**src/rtl/aodt_pkg.sv**
```systemverilog
/*
  Shared constants and types for the arithmetic opcode decoder: opcode
  patterns, modrm fields, execution clock counts, the decoded word and
  the clock-count lookup that the decoder applies at issue.
  Assumes one processor clock; clock counts are in processor clocks.
*/
package aodt_pkg;

  // ------------------------------------------------------------------
  // opcode patterns
  // ------------------------------------------------------------------
  localparam logic [7:0] OPC_SEG_EXTRA = 8'h26;
  localparam logic [7:0] OPC_SEG_CODE  = 8'h2e;
  localparam logic [7:0] OPC_SEG_STACK = 8'h36;
  localparam logic [7:0] OPC_SEG_DATA  = 8'h3e;
  localparam logic [7:0] OPC_UBCD_ADD  = 8'h37;
  localparam logic [7:0] OPC_PBCD_ADD  = 8'h27;
  localparam logic [7:0] OPC_UBCD_SUB  = 8'h3f;
  localparam logic [7:0] OPC_PBCD_SUB  = 8'h2f;
  // upper six bits of the register/modrm forms
  localparam logic [5:0] REG_ADD       = 6'h00;
  localparam logic [5:0] REG_ADC       = 6'h04;
  localparam logic [5:0] REG_SUB       = 6'h0a;
  localparam logic [5:0] REG_SUBB      = 6'h06;
  localparam logic [5:0] IMM_GROUP     = 6'h20;
  // upper seven bits of the accumulator forms and the unary group
  localparam logic [6:0] ACC_ADD       = 7'h02;
  localparam logic [6:0] ACC_ADC       = 7'h0a;
  localparam logic [6:0] ACC_SUB       = 7'h16;
  localparam logic [6:0] ACC_SUBB      = 7'h0e;
  localparam logic [6:0] UNARY_GROUP   = 7'h7b;
  // modrm reg field selectors
  localparam logic [2:0] SEL_ADD       = 3'h0;
  localparam logic [2:0] SEL_ADC       = 3'h2;
  localparam logic [2:0] SEL_SUBB      = 3'h3;
  localparam logic [2:0] SEL_SUB       = 3'h5;
  localparam logic [2:0] SEL_NEGATE    = 3'h3;
  localparam logic [2:0] SEL_MULTIPLY  = 3'h4;
  localparam logic [2:0] SEL_TEST      = 3'h1;
  localparam logic [1:0] MOD_REGISTER  = 2'h3;
  localparam logic [1:0] MOD_DISP8     = 2'h1;
  localparam logic [1:0] MOD_DISP16    = 2'h2;
  localparam logic [2:0] RM_DIRECT     = 3'h6;

  // ------------------------------------------------------------------
  // execution clocks
  // ------------------------------------------------------------------
  localparam int         CLK_W         = 6;
  localparam logic [CLK_W-1:0] CLK_SEG_PREFIX = 6'h02;
  localparam logic [CLK_W-1:0] CLK_ALU_REG    = 6'h03;
  localparam logic [CLK_W-1:0] CLK_ALU_MEM    = 6'h0a;
  localparam logic [CLK_W-1:0] CLK_IMM_REG    = 6'h04;
  localparam logic [CLK_W-1:0] CLK_IMM_MEM    = 6'h10;
  localparam logic [CLK_W-1:0] CLK_ACC_BYTE   = 6'h03;
  localparam logic [CLK_W-1:0] CLK_ACC_WORD   = 6'h04;
  localparam logic [CLK_W-1:0] CLK_NEG_REG    = 6'h03;
  localparam logic [CLK_W-1:0] CLK_NEG_MEM    = 6'h0a;
  localparam logic [CLK_W-1:0] CLK_UBCD_ADD   = 6'h08;
  localparam logic [CLK_W-1:0] CLK_PBCD_ADD   = 6'h04;
  localparam logic [CLK_W-1:0] CLK_UBCD_SUB   = 6'h07;
  localparam logic [CLK_W-1:0] CLK_PBCD_SUB   = 6'h04;
  localparam logic [CLK_W-1:0] CLK_MPY_RB_MIN = 6'h1a;
  localparam logic [CLK_W-1:0] CLK_MPY_RB_MAX = 6'h1c;
  localparam logic [CLK_W-1:0] CLK_MPY_RW_MIN = 6'h23;
  localparam logic [CLK_W-1:0] CLK_MPY_RW_MAX = 6'h25;
  localparam logic [CLK_W-1:0] CLK_MPY_MB_MIN = 6'h20;
  localparam logic [CLK_W-1:0] CLK_MPY_MB_MAX = 6'h22;
  localparam logic [CLK_W-1:0] CLK_MPY_MW_MIN = 6'h29;
  localparam logic [CLK_W-1:0] CLK_MPY_MW_MAX = 6'h2b;
  localparam logic [CLK_W-1:0] CLK_UNKNOWN    = 6'h01;

  // ------------------------------------------------------------------
  // types
  // ------------------------------------------------------------------
  typedef enum logic [3:0] {
    opNone, opAdd, opAddCarry, opSub, opSubtractionWithBorrowIn,
    opTwosComplementNegate, opUnsignedMultiply,
    opUnpackedBcdFixAfterAdd, opPackedBcdFixAfterAdd,
    opUnpackedBcdFixAfterSub, opPackedBcdFixAfterSub
  } aodt_op_t;

  typedef enum logic [2:0] {
    fmNone, fmRegRm, fmImmGroup, fmAccum, fmUnary, fmSingle
  } aodt_form_t;

  typedef enum logic [1:0] {
    segExtra, segCode, segStack, segData
  } aodt_seg_t;

  typedef enum logic [1:0] {
    stOpcode, stModrm, stDisp, stImm
  } aodt_state_t;

  typedef struct packed {
    aodt_op_t         op;
    aodt_form_t       form;
    logic [7:0]       opcode;
    logic [7:0]       modrm;
    logic             wide;
    logic             toReg;
    logic             memOperand;
    logic             segValid;
    aodt_seg_t        seg;
    logic             useCarry;
    logic             carryIsBorrow;
    logic [15:0]      disp;
    logic [15:0]      imm;
    logic [CLK_W-1:0] clkMin;
    logic [CLK_W-1:0] clkMax;
  } aodt_instr_t;

  // ------------------------------------------------------------------
  // timing lookup
  // ------------------------------------------------------------------
  // multiply time depends on operand data, so both ends are reported
  function automatic aodt_instr_t applyTiming(input aodt_instr_t i);
    aodt_instr_t t;
    t = i;
    t.clkMax = CLK_UNKNOWN;
    case (i.op)
      opAdd, opAddCarry, opSub, opSubtractionWithBorrowIn:
      begin
        if (i.form == fmRegRm)
          t.clkMax = i.memOperand ? CLK_ALU_MEM : CLK_ALU_REG;
        else if (i.form == fmImmGroup)
          t.clkMax = i.memOperand ? CLK_IMM_MEM : CLK_IMM_REG;
        else
          t.clkMax = i.wide ? CLK_ACC_WORD : CLK_ACC_BYTE;
      end
      opTwosComplementNegate:
        t.clkMax = i.memOperand ? CLK_NEG_MEM : CLK_NEG_REG;
      opUnpackedBcdFixAfterAdd: t.clkMax = CLK_UBCD_ADD;
      opPackedBcdFixAfterAdd:   t.clkMax = CLK_PBCD_ADD;
      opUnpackedBcdFixAfterSub: t.clkMax = CLK_UBCD_SUB;
      opPackedBcdFixAfterSub:   t.clkMax = CLK_PBCD_SUB;
      opUnsignedMultiply:
      begin
        if (!i.memOperand)
          t.clkMax = i.wide ? CLK_MPY_RW_MAX : CLK_MPY_RB_MAX;
        else
          t.clkMax = i.wide ? CLK_MPY_MW_MAX : CLK_MPY_MB_MAX;
      end
      default: t.clkMax = CLK_UNKNOWN;
    endcase
    t.clkMin = t.clkMax;
    if (i.op == opUnsignedMultiply)
    begin
      if (!i.memOperand)
        t.clkMin = i.wide ? CLK_MPY_RW_MIN : CLK_MPY_RB_MIN;
      else
        t.clkMin = i.wide ? CLK_MPY_MW_MIN : CLK_MPY_MB_MIN;
    end
    return t;
  endfunction

endpackage

```
**src/rtl/aodt_decoder.sv**
```systemverilog
/*
  Arithmetic opcode decoder with execution timing. Takes opcode bytes
  from the prefetch stream, gathers modrm, displacement and immediate
  bytes, and issues one decoded word with its clock count.
  Assumes the prefetch queue holds a byte while byteValid and !byteReady.
*/
// Functional notes
// - Extra, code, stack and data segment override bytes redirect the next operand segment and cost two clocks each.
// - Add decodes from register form, immediate group with reg field zero, and accumulator form.
// - Add-with-carry decodes from its three forms; the immediate form costs 4 clocks on a register and 16 on memory.
// - Subtract decodes from its three forms; the accumulator form costs 3 clocks at byte and 4 at word width.
// - Subtract with borrow decodes from its three forms and uses the carry flag as the borrow input.
// - Negate decodes from the unary group with reg field three and costs 3 clocks on a register, 10 on memory.
// - The unpacked BCD fix after add is one byte and costs 8 clocks.
// - The packed BCD fix after add is one byte and costs 4 clocks.
// - The unpacked BCD fix after subtract is one byte and costs 7 clocks.
// - The packed BCD fix after subtract is one byte and costs 4 clocks.
// - Unsigned multiply decodes from the unary group with reg field four; register byte 26-28, word 35-37 clocks.
// - Unsigned multiply on memory costs 32-34 clocks at byte and 41-43 at word width.
`timescale 1ns/1ps
`default_nettype none
module aodt_decoder
  import aodt_pkg::*;
(
  input  wire logic        clock,
  input  wire logic        arst_n,
  input  wire logic [7:0]  byteData,
  input  wire logic        byteValid,
  output logic             byteReady,
  output aodt_instr_t      instr,
  output logic             instrValid,
  output logic             busy,
  output logic             execDone
);

  aodt_state_t stReg,       stNext;
  aodt_instr_t curReg,      curNext;
  aodt_instr_t instrReg,    instrNext;
  logic        validReg,    validNext;
  logic [1:0]  dispLeftReg, dispLeftNext;
  logic [1:0]  immLeftReg,  immLeftNext;
  logic        hiByteReg,   hiByteNext;
  logic        segPendReg,  segPendNext;
  aodt_seg_t   segSelReg,   segSelNext;
  logic        take;
  logic        issue;
  logic        prefixTake;
  logic [CLK_W-1:0] loadCount;

  assign take      = byteValid && byteReady;
  assign byteReady = !busy; // stall the queue while an op executes

  // ------------------------------------------------------------------
  // byte gathering
  // ------------------------------------------------------------------
  always_comb
  begin
    stNext       = stReg;
    curNext      = curReg;
    instrNext    = instrReg;
    validNext    = 1'b0;
    dispLeftNext = dispLeftReg;
    immLeftNext  = immLeftReg;
    hiByteNext   = hiByteReg;
    segPendNext  = segPendReg;
    segSelNext   = segSelReg;
    prefixTake   = 1'b0;
    issue        = 1'b0;
    if (take)
    begin
      case (stReg)
        stOpcode:
        begin
          curNext          = '0;
          curNext.opcode   = byteData;
          curNext.wide     = byteData[0];
          curNext.toReg    = byteData[1];
          curNext.segValid = segPendReg;
          curNext.seg      = segSelReg;
          hiByteNext       = 1'b0;
          if (byteData == OPC_SEG_EXTRA || byteData == OPC_SEG_CODE ||
              byteData == OPC_SEG_STACK || byteData == OPC_SEG_DATA)
          begin
            prefixTake  = 1'b1;
            segPendNext = 1'b1;
            segSelNext  = aodt_seg_t'(byteData[4:3]);
          end
          else if (byteData == OPC_UBCD_ADD || byteData == OPC_PBCD_ADD ||
                   byteData == OPC_UBCD_SUB || byteData == OPC_PBCD_SUB)
          begin
            curNext.form = fmSingle;
            curNext.wide = 1'b0;
            case (byteData)
              OPC_UBCD_ADD: curNext.op = opUnpackedBcdFixAfterAdd;
              OPC_PBCD_ADD: curNext.op = opPackedBcdFixAfterAdd;
              OPC_UBCD_SUB: curNext.op = opUnpackedBcdFixAfterSub;
              default:      curNext.op = opPackedBcdFixAfterSub;
            endcase
            issue = 1'b1;
          end
          else if (byteData[7:2] == REG_ADD || byteData[7:2] == REG_ADC ||
                   byteData[7:2] == REG_SUB || byteData[7:2] == REG_SUBB)
          begin
            curNext.form = fmRegRm;
            case (byteData[7:2])
              REG_ADD:  curNext.op = opAdd;
              REG_ADC:  curNext.op = opAddCarry;
              REG_SUB:  curNext.op = opSub;
              default:  curNext.op = opSubtractionWithBorrowIn;
            endcase
            stNext = stModrm;
          end
          else if (byteData[7:2] == IMM_GROUP)
          begin
            curNext.form = fmImmGroup;
            stNext       = stModrm;
          end
          else if (byteData[7:1] == ACC_ADD || byteData[7:1] == ACC_ADC ||
                   byteData[7:1] == ACC_SUB || byteData[7:1] == ACC_SUBB)
          begin
            curNext.form = fmAccum;
            case (byteData[7:1])
              ACC_ADD: curNext.op = opAdd;
              ACC_ADC: curNext.op = opAddCarry;
              ACC_SUB: curNext.op = opSub;
              default: curNext.op = opSubtractionWithBorrowIn;
            endcase
            immLeftNext = byteData[0] ? 2'h2 : 2'h1;
            stNext      = stImm;
          end
          else if (byteData[7:1] == UNARY_GROUP)
          begin
            curNext.form = fmUnary;
            stNext       = stModrm;
          end
          else
            issue = 1'b1; // foreign opcode: one clock, no operand bytes
        end
        stModrm:
        begin
          curNext.modrm      = byteData;
          curNext.memOperand = (byteData[7:6] != MOD_REGISTER);
          if (curReg.form == fmImmGroup)
          begin
            case (byteData[5:3])
              SEL_ADD:  curNext.op = opAdd;
              SEL_ADC:  curNext.op = opAddCarry;
              SEL_SUB:  curNext.op = opSub;
              SEL_SUBB: curNext.op = opSubtractionWithBorrowIn;
              default:  curNext.op = opNone;
            endcase
            // short form for sign-extended words carries one byte
            immLeftNext = (curReg.wide && !curReg.opcode[1]) ?
                          2'h2 : 2'h1;
          end
          else if (curReg.form == fmUnary)
          begin
            case (byteData[5:3])
              SEL_NEGATE:   curNext.op = opTwosComplementNegate;
              SEL_MULTIPLY: curNext.op = opUnsignedMultiply;
              default:      curNext.op = curReg.op;
            endcase
            // test-immediate shares the group; keep the stream aligned
            immLeftNext = (byteData[5:3] == SEL_ADD ||
                           byteData[5:3] == SEL_TEST) ?
                          (curReg.wide ? 2'h2 : 2'h1) : 2'h0;
          end
          else
            immLeftNext = 2'h0;
          if (byteData[7:6] == MOD_DISP8)
            dispLeftNext = 2'h1;
          else if (byteData[7:6] == MOD_DISP16 ||
                   (byteData[7:6] == 2'h0 && byteData[2:0] == RM_DIRECT))
            dispLeftNext = 2'h2;
          else
            dispLeftNext = 2'h0;
          if (dispLeftNext != 2'h0)
            stNext = stDisp;
          else if (immLeftNext != 2'h0)
            stNext = stImm;
          else
            issue = 1'b1;
        end
        stDisp:
        begin
          // a lone displacement byte is sign-extended to a word
          if (hiByteReg)
            curNext.disp[15:8] = byteData;
          else
            curNext.disp = {{8{byteData[7]}}, byteData};
          hiByteNext   = !hiByteReg;
          dispLeftNext = dispLeftReg - 2'h1;
          if (dispLeftReg == 2'h1)
          begin
            hiByteNext = 1'b0;
            if (immLeftReg != 2'h0)
              stNext = stImm;
            else
              issue = 1'b1;
          end
        end
        stImm:
        begin
          if (hiByteReg)
            curNext.imm[15:8] = byteData;
          else if (curReg.form == fmImmGroup && curReg.opcode[1])
            curNext.imm = {{8{byteData[7]}}, byteData};
          else
            curNext.imm = {8'h00, byteData};
          hiByteNext  = !hiByteReg;
          immLeftNext = immLeftReg - 2'h1;
          if (immLeftReg == 2'h1)
            issue = 1'b1;
        end
        default: stNext = stOpcode;
      endcase
    end
    if (issue)
    begin
      curNext.useCarry      = (curNext.op == opAddCarry) ||
                              (curNext.op == opSubtractionWithBorrowIn);
      curNext.carryIsBorrow = (curNext.op == opSubtractionWithBorrowIn);
      curNext     = applyTiming(curNext);
      instrNext   = curNext;
      validNext   = 1'b1;
      stNext      = stOpcode;
      hiByteNext  = 1'b0;
      segPendNext = 1'b0; // override lasts for one instruction
    end
  end

  always_ff @(posedge clock or negedge arst_n)
  begin
    if (!arst_n)
    begin
      stReg       <= stOpcode;
      curReg      <= '0;
      instrReg    <= '0;
      validReg    <= 1'b0;
      dispLeftReg <= 2'h0;
      immLeftReg  <= 2'h0;
      hiByteReg   <= 1'b0;
      segPendReg  <= 1'b0;
      segSelReg   <= segExtra;
    end
    else
    begin
      stReg       <= stNext;
      curReg      <= curNext;
      instrReg    <= instrNext;
      validReg    <= validNext;
      dispLeftReg <= dispLeftNext;
      immLeftReg  <= immLeftNext;
      hiByteReg   <= hiByteNext;
      segPendReg  <= segPendNext;
      segSelReg   <= segSelNext;
    end
  end

  // ------------------------------------------------------------------
  // execution timing
  // ------------------------------------------------------------------
  assign loadCount = prefixTake ? CLK_SEG_PREFIX : curNext.clkMax;

  aodt_exec_timer #(
    .WIDTH (CLK_W)
  ) uTimer (
    .clock  (clock),
    .arst_n (arst_n),
    .load   (issue || prefixTake),
    .count  (loadCount),
    .busy   (busy),
    .done   (execDone)
  );

  assign instr      = instrReg;
  assign instrValid = validReg;
endmodule
`default_nettype wire

```
**src/rtl/aodt_exec_timer.sv**
```systemverilog
/*
  Execution clock counter: loads a clock count and holds busy for that
  many cycles, then pulses done. Assumes load is a one-cycle strobe.
*/
`timescale 1ns/1ps
`default_nettype none
module aodt_exec_timer
  import aodt_pkg::*;
#(
  parameter int WIDTH = CLK_W
)
(
  input  wire logic             clock,
  input  wire logic             arst_n,
  input  wire logic             load,
  input  wire logic [WIDTH-1:0] count,
  output logic                  busy,
  output logic                  done
);

  if (WIDTH < CLK_W)
  begin : gWidthCheck
    $error("timer width too small for the longest clock count");
  end

  logic [WIDTH-1:0] countReg;
  logic [WIDTH-1:0] countNext;
  logic             doneReg;
  logic             doneNext;

  // ------------------------------------------------------------------
  // countdown
  // ------------------------------------------------------------------
  // a new load always wins, so back-to-back issues never merge
  always_comb
  begin
    countNext = countReg;
    if (load)
      countNext = count;
    else if (countReg != '0)
      countNext = WIDTH'(countReg - 1'b1);
    doneNext = (countReg == WIDTH'(1)) && !load;
  end

  always_ff @(posedge clock or negedge arst_n)
  begin
    if (!arst_n)
    begin
      countReg <= '0;
      doneReg  <= 1'b0;
    end
    else
    begin
      countReg <= countNext;
      doneReg  <= doneNext;
    end
  end

  assign busy = (countReg != '0);
  assign done = doneReg;
endmodule
`default_nettype wire

```
**config.mk**
```make
export PLATFORM = sky130hd
export DESIGN_NAME = aodt_decoder
export DESIGN_NICKNAME = d
export VERILOG_FILES = /design/src/rtl/aodt_pkg.sv /design/src/rtl/aodt_decoder.sv /design/src/rtl/aodt_exec_timer.sv
export SDC_FILE = /design/constraint.sdc
export NUM_CORES = 1
export LEC_CHECK = 0
export ABC_AREA = 0
export BUFFER_PORTS_ARGS = -buffer_cell sky130_fd_sc_hd__buf_4
export CAP_MARGIN = 5
export CORE_MARGIN = 10
export CORE_UTILIZATION = 25
export CTS_CLUSTER_SIZE = 30
export DETAILED_ROUTE_END_ITERATION = 7
export PLACE_DENSITY_LB_ADDON = 0.15
export SETUP_SLACK_MARGIN = 0.02
export SYNTH_ARGS = -nofsm -noshare
export SYNTH_HDL_FRONTEND = slang
export SYNTH_SLANG_ARGS = --single-unit
```
**constraint.sdc**
```tcl
create_clock -name clock -period 2.5 [get_ports clock]
set_input_delay 0.125 -clock clock [delete_from_list [all_inputs] [get_ports clock]]
set_output_delay 0.125 -clock clock [all_outputs]
set_load 0.05 [all_outputs]
```
======== After elaboration in Yosys (flattened, before gate mapping) ========
Cells that the tools add are included.
word-level totals
  register bits ........................... 160
  latch bits .............................. 0
  RAM bits ................................ 0
  ROM bits ................................ 0
  memories ................................ 0
operators by class
  add/subtract/negate cells ............... 3
  multipliers ............................. 0
  divide/modulo/power cells ............... 0
  order comparisons ....................... 0
  equality and inequality tests ........... 57
  shift operators ......................... 0
  mux-type cells .......................... 106
  bitwise gates (word level) .............. 0
  reductions and logical operators ........ 49
operator list
  kind                                                             number
  75-bit 2-to-1 mux                                                1
  8-bit by 6-bit == test with 1-bit output, second input constant  8
  16-bit one-hot mux with 2 select lines                           2
  2-bit 2-to-1 mux                                                 30
  6-bit 2-to-1 mux                                                 9
  6-bit one-hot mux with 6 select lines                            1
  4-bit 2-to-1 mux                                                 7
  7-bit 2-to-1 mux                                                 4
  1-bit 2-to-1 mux                                                 25
  8-bit 2-to-1 mux                                                 3
  5-bit 2-to-1 mux                                                 4
  3-bit one-hot mux with 3 select lines                            2
  4-bit by 3-bit == test with 1-bit output, second input constant  4
  1-bit logical OR                                                 16
  16-bit 2-to-1 mux                                                1
  4-bit one-hot mux with 2 select lines                            2
  8-bit one-hot mux with 2 select lines                            1
  2-bit nonzero test                                               8
  7-bit by 4-bit == test with 1-bit output, second input constant  2
  3-bit by 2-bit == test with 1-bit output, second input constant  4
  3-bit == test, second input constant                             4
  4-bit == test, second input constant                             3
  6-bit by 3-bit == test with 1-bit output, second input constant  2
  12-bit 2-to-1 mux                                                1
  40 further kinds                                                 71

======== Depth between registers and ports, before layout ========
  depth after elaboration ................. 18
  gate-level depth with buffers ........... 14

======== Modules after synthesis ========
From an unflattened synthesis, not the netlist that was laid out.
second synthesis, totals
  cell total of the unflattened synthesis .. 675
  area total of the unflattened synthesis .. 7603.5 µm²
modules (own cells, without submodules)
  module           times used  cells an instance  area an instance (µm²)  seq. area each (µm²)
  aodt_decoder     1           633                7183.1                  3828.7
  aodt_exec_timer  1           42                 420.4                   175.2

======== Least setup slack after synthesis ========
No wires, ideal clock.
  kind .................................... reg-to-reg
  from .................................... reg stReg[0]
  to ...................................... reg uTimer.countReg[4]
  setup time .............................. 0.124 ns
  data arrival time ....................... 2.552 ns
  data required time ...................... 2.376 ns
  path slack .............................. -0.176 ns
  stages on the path, launching flop included .. 13
  path buffers ............................ 2
  period minus slack after synthesis ...... 2.676 ns
  path through ............................ dfrtp_1 > inv_1 > ha_1 > and3_1 > and2_1 > buf_2 > buf_2 > mux2i_1 > nor4_2 > mux2_4 > a32oi_2 > nor3_1 > a211o_1
on the way
  cells in the longest elaborated chain, start to end .. 10
  elaborated cells on any way between the ends .. 39
  classes of those cells .................. eq/ne (15); mux (19); reduce/logical (5)
RTL lines
  item                                                                                 RTL line                          RTL
  start: declaration                                                                   aodt_decoder.sv:36                aodt_state_t stReg, stNext;
  start signal: assignment                                                             aodt_decoder.sv:236               stReg <= stOpcode;
  start signal: assignment                                                             aodt_decoder.sv:248               stReg <= stNext;
  2-bit by 1-bit == test with 1-bit output / 2-bit zero test (equally long branches)   aodt_decoder.sv:71                case (stReg)
  1-bit one-hot mux with 2 select lines / 11-bit 2-to-1 mux (equally long branches)    aodt_decoder.sv:71
  75-bit 2-to-1 mux                                                                    aodt_decoder.sv:69                if (take)
  5-bit 2-to-1 mux / 3-bit by 2-bit == test with 1-bit output (equally long branches)  aodt_pkg.sv:126, aodt_pkg.sv:125
  5-bit 2-to-1 mux                                                                     aodt_pkg.sv:125                   else if (i.form == fmImmGroup)
  5-bit 2-to-1 mux                                                                     aodt_pkg.sv:123                   if (i.form == fmRegRm)
  6-bit one-hot mux with 6 select lines                                                aodt_pkg.sv:120                   case (i.op)
  6-bit 2-to-1 mux                                                                     aodt_decoder.sv:218               if (issue)
  6-bit 2-to-1 mux                                                                     aodt_decoder.sv:263               assign loadCount = prefixTake ? CLK_SEG_PREFIX : curNext.clkMax;
  6-bit 2-to-1 mux                                                                     aodt_exec_timer.sv:38             if (load)
  end signal: assignment                                                               aodt_exec_timer.sv:54             countReg <= countNext;
  end: declaration                                                                     aodt_exec_timer.sv:26             logic [WIDTH-1:0] countReg;
Parallel ways exist; a longest one is shown, timed or not. The select of a mux whose other input is x is not followed.
A chain may end at the register's enable or synchronous reset.

======== Worst setup path after layout ========
  from .................................... reg uTimer.countReg[5]
  to ...................................... reg uTimer.countReg[4]
on the way
  cells in the longest elaborated chain, start to end .. 11
  elaborated cells on any way between the ends .. 31
  classes of those cells .................. eq/ne (12); mux (12); reduce/logical (7)
RTL lines
  item                                                                                 RTL line                                      RTL
  6-bit nonzero test (*)                                                               aodt_exec_timer.sv:40, aodt_exec_timer.sv:59
  1-bit zero test                                                                      aodt_decoder.sv:51                            assign byteReady = !busy;
  1-bit logical AND                                                                    aodt_decoder.sv:50                            assign take = byteValid && byteReady;
  75-bit 2-to-1 mux                                                                    aodt_decoder.sv:69
  3-bit by 2-bit == test with 1-bit output / 5-bit 2-to-1 mux (equally long branches)  aodt_pkg.sv:125, aodt_pkg.sv:126
  5-bit 2-to-1 mux                                                                     aodt_pkg.sv:125
  5-bit 2-to-1 mux                                                                     aodt_pkg.sv:123
  6-bit one-hot mux with 6 select lines                                                aodt_pkg.sv:120
  6-bit 2-to-1 mux                                                                     aodt_decoder.sv:218
  6-bit 2-to-1 mux                                                                     aodt_decoder.sv:263
  6-bit 2-to-1 mux                                                                     aodt_exec_timer.sv:38
Every way passes the cells marked *; elsewhere a longest branch is shown, timed or not. The select of a mux whose other input is x is not followed.

==> results list <==
* Row Count: 61
- Initial Util: 0.256
- The sequential cells in the finished layout cover a total of about 0.0039 mm^2.
- After synthesis, the share of flip-flops with an asynchronous set or reset is 1.00.
* Sequential-to-total area share from yosys stat: 0.537
* Initial detailed-routing violation count: 386
- Of the total power, combinational logic draws 0.416.
- Number of buffers created by CTS: 17
- The die covers 0.0359 mm^2.
- OpenSTA, run right after detailed placement, puts the worst setup slack at -0.221 ns.
- Yosys printed 0 warnings.
- Number of setup violations in the final report: 7
- Ordered cell list for the critical path: nor4_4 > buf_6 > and4_4 > a22oi_2 > buf_4 > ha_1 > mux2_4 > a32oi_4 > nor3_4 > a211o_1
* Clock H-tree levels: 4
* Area share of the largest cell type after synthesis: 0.537
* Met2 wirelength from detailed routing: 10,600 um
- Input and output buffers added on the ports amount to 89.
* Endpoint kind of the worst setup timing path: flip-flop
- Req. time, crit path: 2.82 ns
* Area added between synthesis and finish: 42.1%
- Maxcap violations: 0
- Net count reported at finish: 1,000
- Worst-Margin Slew: 0.644 ns
* Y dimension of the die: 189 um
* Fill cell total of the finished layout: 2,908
* Power per unit of standard cell area: a little over 1000 mW/mm^2
- Routed via count: 6,232
- On the worst path, the slowest cell contributes a delay of about 0.41 ns.
- Maximum frequency from static timing analysis: 0.387 GHz
* Post-route ant nets: 0
- The via count of the first global-routing pass was approximately 6,500.
- Of all cell types, the one taking the most synthesized area is dfrtp_1.
* Post-synth design cell area: 0.00717 mm^2
- Routability-driven placement finished with a final weighted congestion of 0.851.
- Failing checks: setup timing
- Least setup slack across all paths after layout: -0.0817 ns
- Post-Route Skew: 0.0139 ns
- Entering global routing, the biggest net connects 55 pins.
* Avg Synthesized Cell Area: 9.22 um^2
- VDD sags by at most 512 uV.
* Metal-1 WL: ~11,000 um
- Detailed-route wire length: 23,200 um
- Counting every sink on the clock net gives 154.
* Number of distinct library cells after synthesis: 72
- Dpl hpwl: about 17,000 um
- The internal portion of the total power is 6230 uW.
- Of the total power, the share spent switching nets is 0.401.
* Drt via density: 4.56
- By startpoint and endpoint, the worst setup path is classified as reg2reg.
* Residual DRC: 0
- LEAKAGE: 0.00499 uW
- The cell sitting at the root of the clock tree is a clkbuf_16.
- The worst hold path belongs to the class in2reg.
* Global-route wire length before repair: 37,300 um
- Maximum count of clock buffers along a single path: 2
* Largest fanout on the critical path: 7
- In the final layout, the share of cells above drive strength 1 is 0.329.
* I/O pin count: 90
* Register share of total power: 0.324
- From left edge to right edge, the die measures 189 um.
- Subtracting the final worst setup slack from the clock period gives roughly 2.6 ns.
- Of the available clock period, the critical path in the final layout requires 1.03.
* Outcome: complete, but fails checks
- Commonest cells after routing, fill and taps aside: nand2_1, buf_4, dfrtp_1
- Avg WL per Cell: 17.0 um
- The routed design uses about 830 um of met3 wire.
* Final hold slack: 0.0479 ns
- Net Count, Synth: between 800 and 900
- Across every metal layer, demand over resource in global routing totals 0.130.
* CTS tree: yes
* Initial antenna violation count: 0
- Unrepaired setup endpoints after global routing: yes
* Clock network latency to the later pin of the worst-skew pair: 0.43 ns
- Slowest stage cell, crit path: dfrtp_1
- Count of TritonRoute iterations in the first routing pass: 8
- 0 antenna diodes ended up in the layout.
- Final hold viol count: 0
- Max-slew headroom at the worst pin: 0.570
* Clock-pin slew reported for the worst setup and hold paths after clock tree synthesis: around 0.070 ns
- Startpoint kind of the worst setup timing path: flip-flop
* Crit path DAT: 2.90 ns
- After synthesis, the cell types taking the most area are dfrtp_1, nand2_1, a21oi_1.
* Leading cell type in the layout, fill and taps excluded: nand2_1
* Combined area of the multi-input logic cells: 0.00332 mm^2
- Remaining global-route overflow: 0
* Slew Viols, Final: 0
- Top layer in use: met4
- The share of total power dissipated in the clock network is 0.260.
- The analysis attributes to net switching a power of 4170 uW.
- Predominant post-synthesis flop cell: dfrtp_1
* Core Footprint: 0.0280 mm^2
* Flip-flop and latch count after synthesis: 154
- Post-Syn Instances: 778
- Count of flip-flops with a built-in enable after synthesis: 0
cells by family after synthesis:
group / after synthesis / synth area share
simple gates: 344 / 0.213
compound gates: 182 / 0.167
flops: 154 / 0.537
buf+inv: 72 / 0.0420
fa+ha+maj: 12 / 0.0209
mux: 8 / 0.0126
xor+xnor: 6 / 0.00733
registers in the layout (all words and copies together), names as in the netlist:
register / cells
instr: 75
curReg: 61
uTimer.countReg: 6
dispLeftReg: 2
immLeftReg: 2
segSelReg: 2
stReg: 2
hiByteReg: 1
instrValid: 1
segPendReg: 1
uTimer.done: 1
repair_timing:
item                                    in CTS  in global routing
pin swaps                                   13                 17
resized for setup                           34                 42
endpoints found under the hold margin       52                  0
hold buffers                                 2                  0
setup buffers                                8                  6
endpoints found under the setup margin      19                 73
gates cloned                                 0                  0
power groups by stage:
stage / clock network [uW] / registers (uW) / logic [uW]
after floorplan: 0 / 4340 / 1480
after detailed placement: 0 / 3420 / 4050
after CTS: 2790 / 3380 / 4250
after global placement: 0 / 3420 / 4050
after global routing: 2910 / 3450 / 4710
final: 2710 / 3370 / 4330
routing by layer:
layer,vias to the layer above,global-route usage
met2,96,0.202
met1,3031,0.177
li1,3091,-
met5,-,0
met3,14,0.0320
met4,0,0.0342
worst max-delay path: cells and delay by family, from the launching register on:
family	cells	cell delay (ns)
AO/OA/AOI/OAI	3	0.61
multiplexers	1	0.28
adder cells (fa/ha/maj)	1	0.18
buffers and inverters	2	0.35
AND/OR/NAND/NOR	3	0.63
flip-flops	1	0.41
path summary, 6_finish.rpt:
check | from | endpoint | slack, ns | cells after the start
worst max-delay path | uTimer.countReg[5] | uTimer.countReg[4] | -0.08 | 10
worst min-delay path | byteData[0] | curReg[52] | 0.05 | 3
worst max register to register | uTimer.countReg[5] | uTimer.countReg[4] | -0.08 | 10
worst min register to register | curReg[50] | curReg[50] | 0.47 | 2
max in group asynchronous | arst_n | immLeftReg[0] | 1.55 | 3
min in group asynchronous | arst_n | instr[31] | 0.24 | 2
through the flow:
stage	cell area (um^2)	setup TNS, ns	power [uW]	utilization	cells
finish	10200	-0.197	10400	0.364	1368
global route	10200	-1.99	11100	0.364	1368
CTS	9990	-0.524	10400	0.357	1363
detailed placement	9140	-2.58	7470	0.326	1321
global placement	9140	-2.78	7470	0.326	1321
floorplan	7230	-0.115	5810	-	778
cells in the mapped netlist (all sizes together), types with 3 or more instances:
cell type	number
a211o	3
a211oi	6
a21o	9
a21oi	43
a22o	18
a31oi	20
a32oi	3
and2	5
and3	5
buf	22
clkbuf	25
dfrtp	154
ha	12
inv	24
mux2	5
mux2i	3
nand2	215
nand2b	11
nand3	23
nand4	3
nor2	41
nor2b	5
nor3	12
nor3b	5
nor4	4
o211ai	3
o21a	3
o21ai	48
o31ai	4
o41ai	3
or2	3
or3	4
xnor2	4
final cells by class:
| class | instances | share of cell area |
|---|---|---|
| clock buffers | 18 | 0.0421 |
| repair buffers | 227 | 0.180 |
| flip-flops and latches | 154 | 0.378 |
| multi-input cells | 552 | 0.326 |
| well taps | 378 | 0.0464 |
| clock inverters | 14 | 0.0176 |
| inverters | 25 | 0.0104 |
Note: power is estimated with default switching activity, not from simulation.
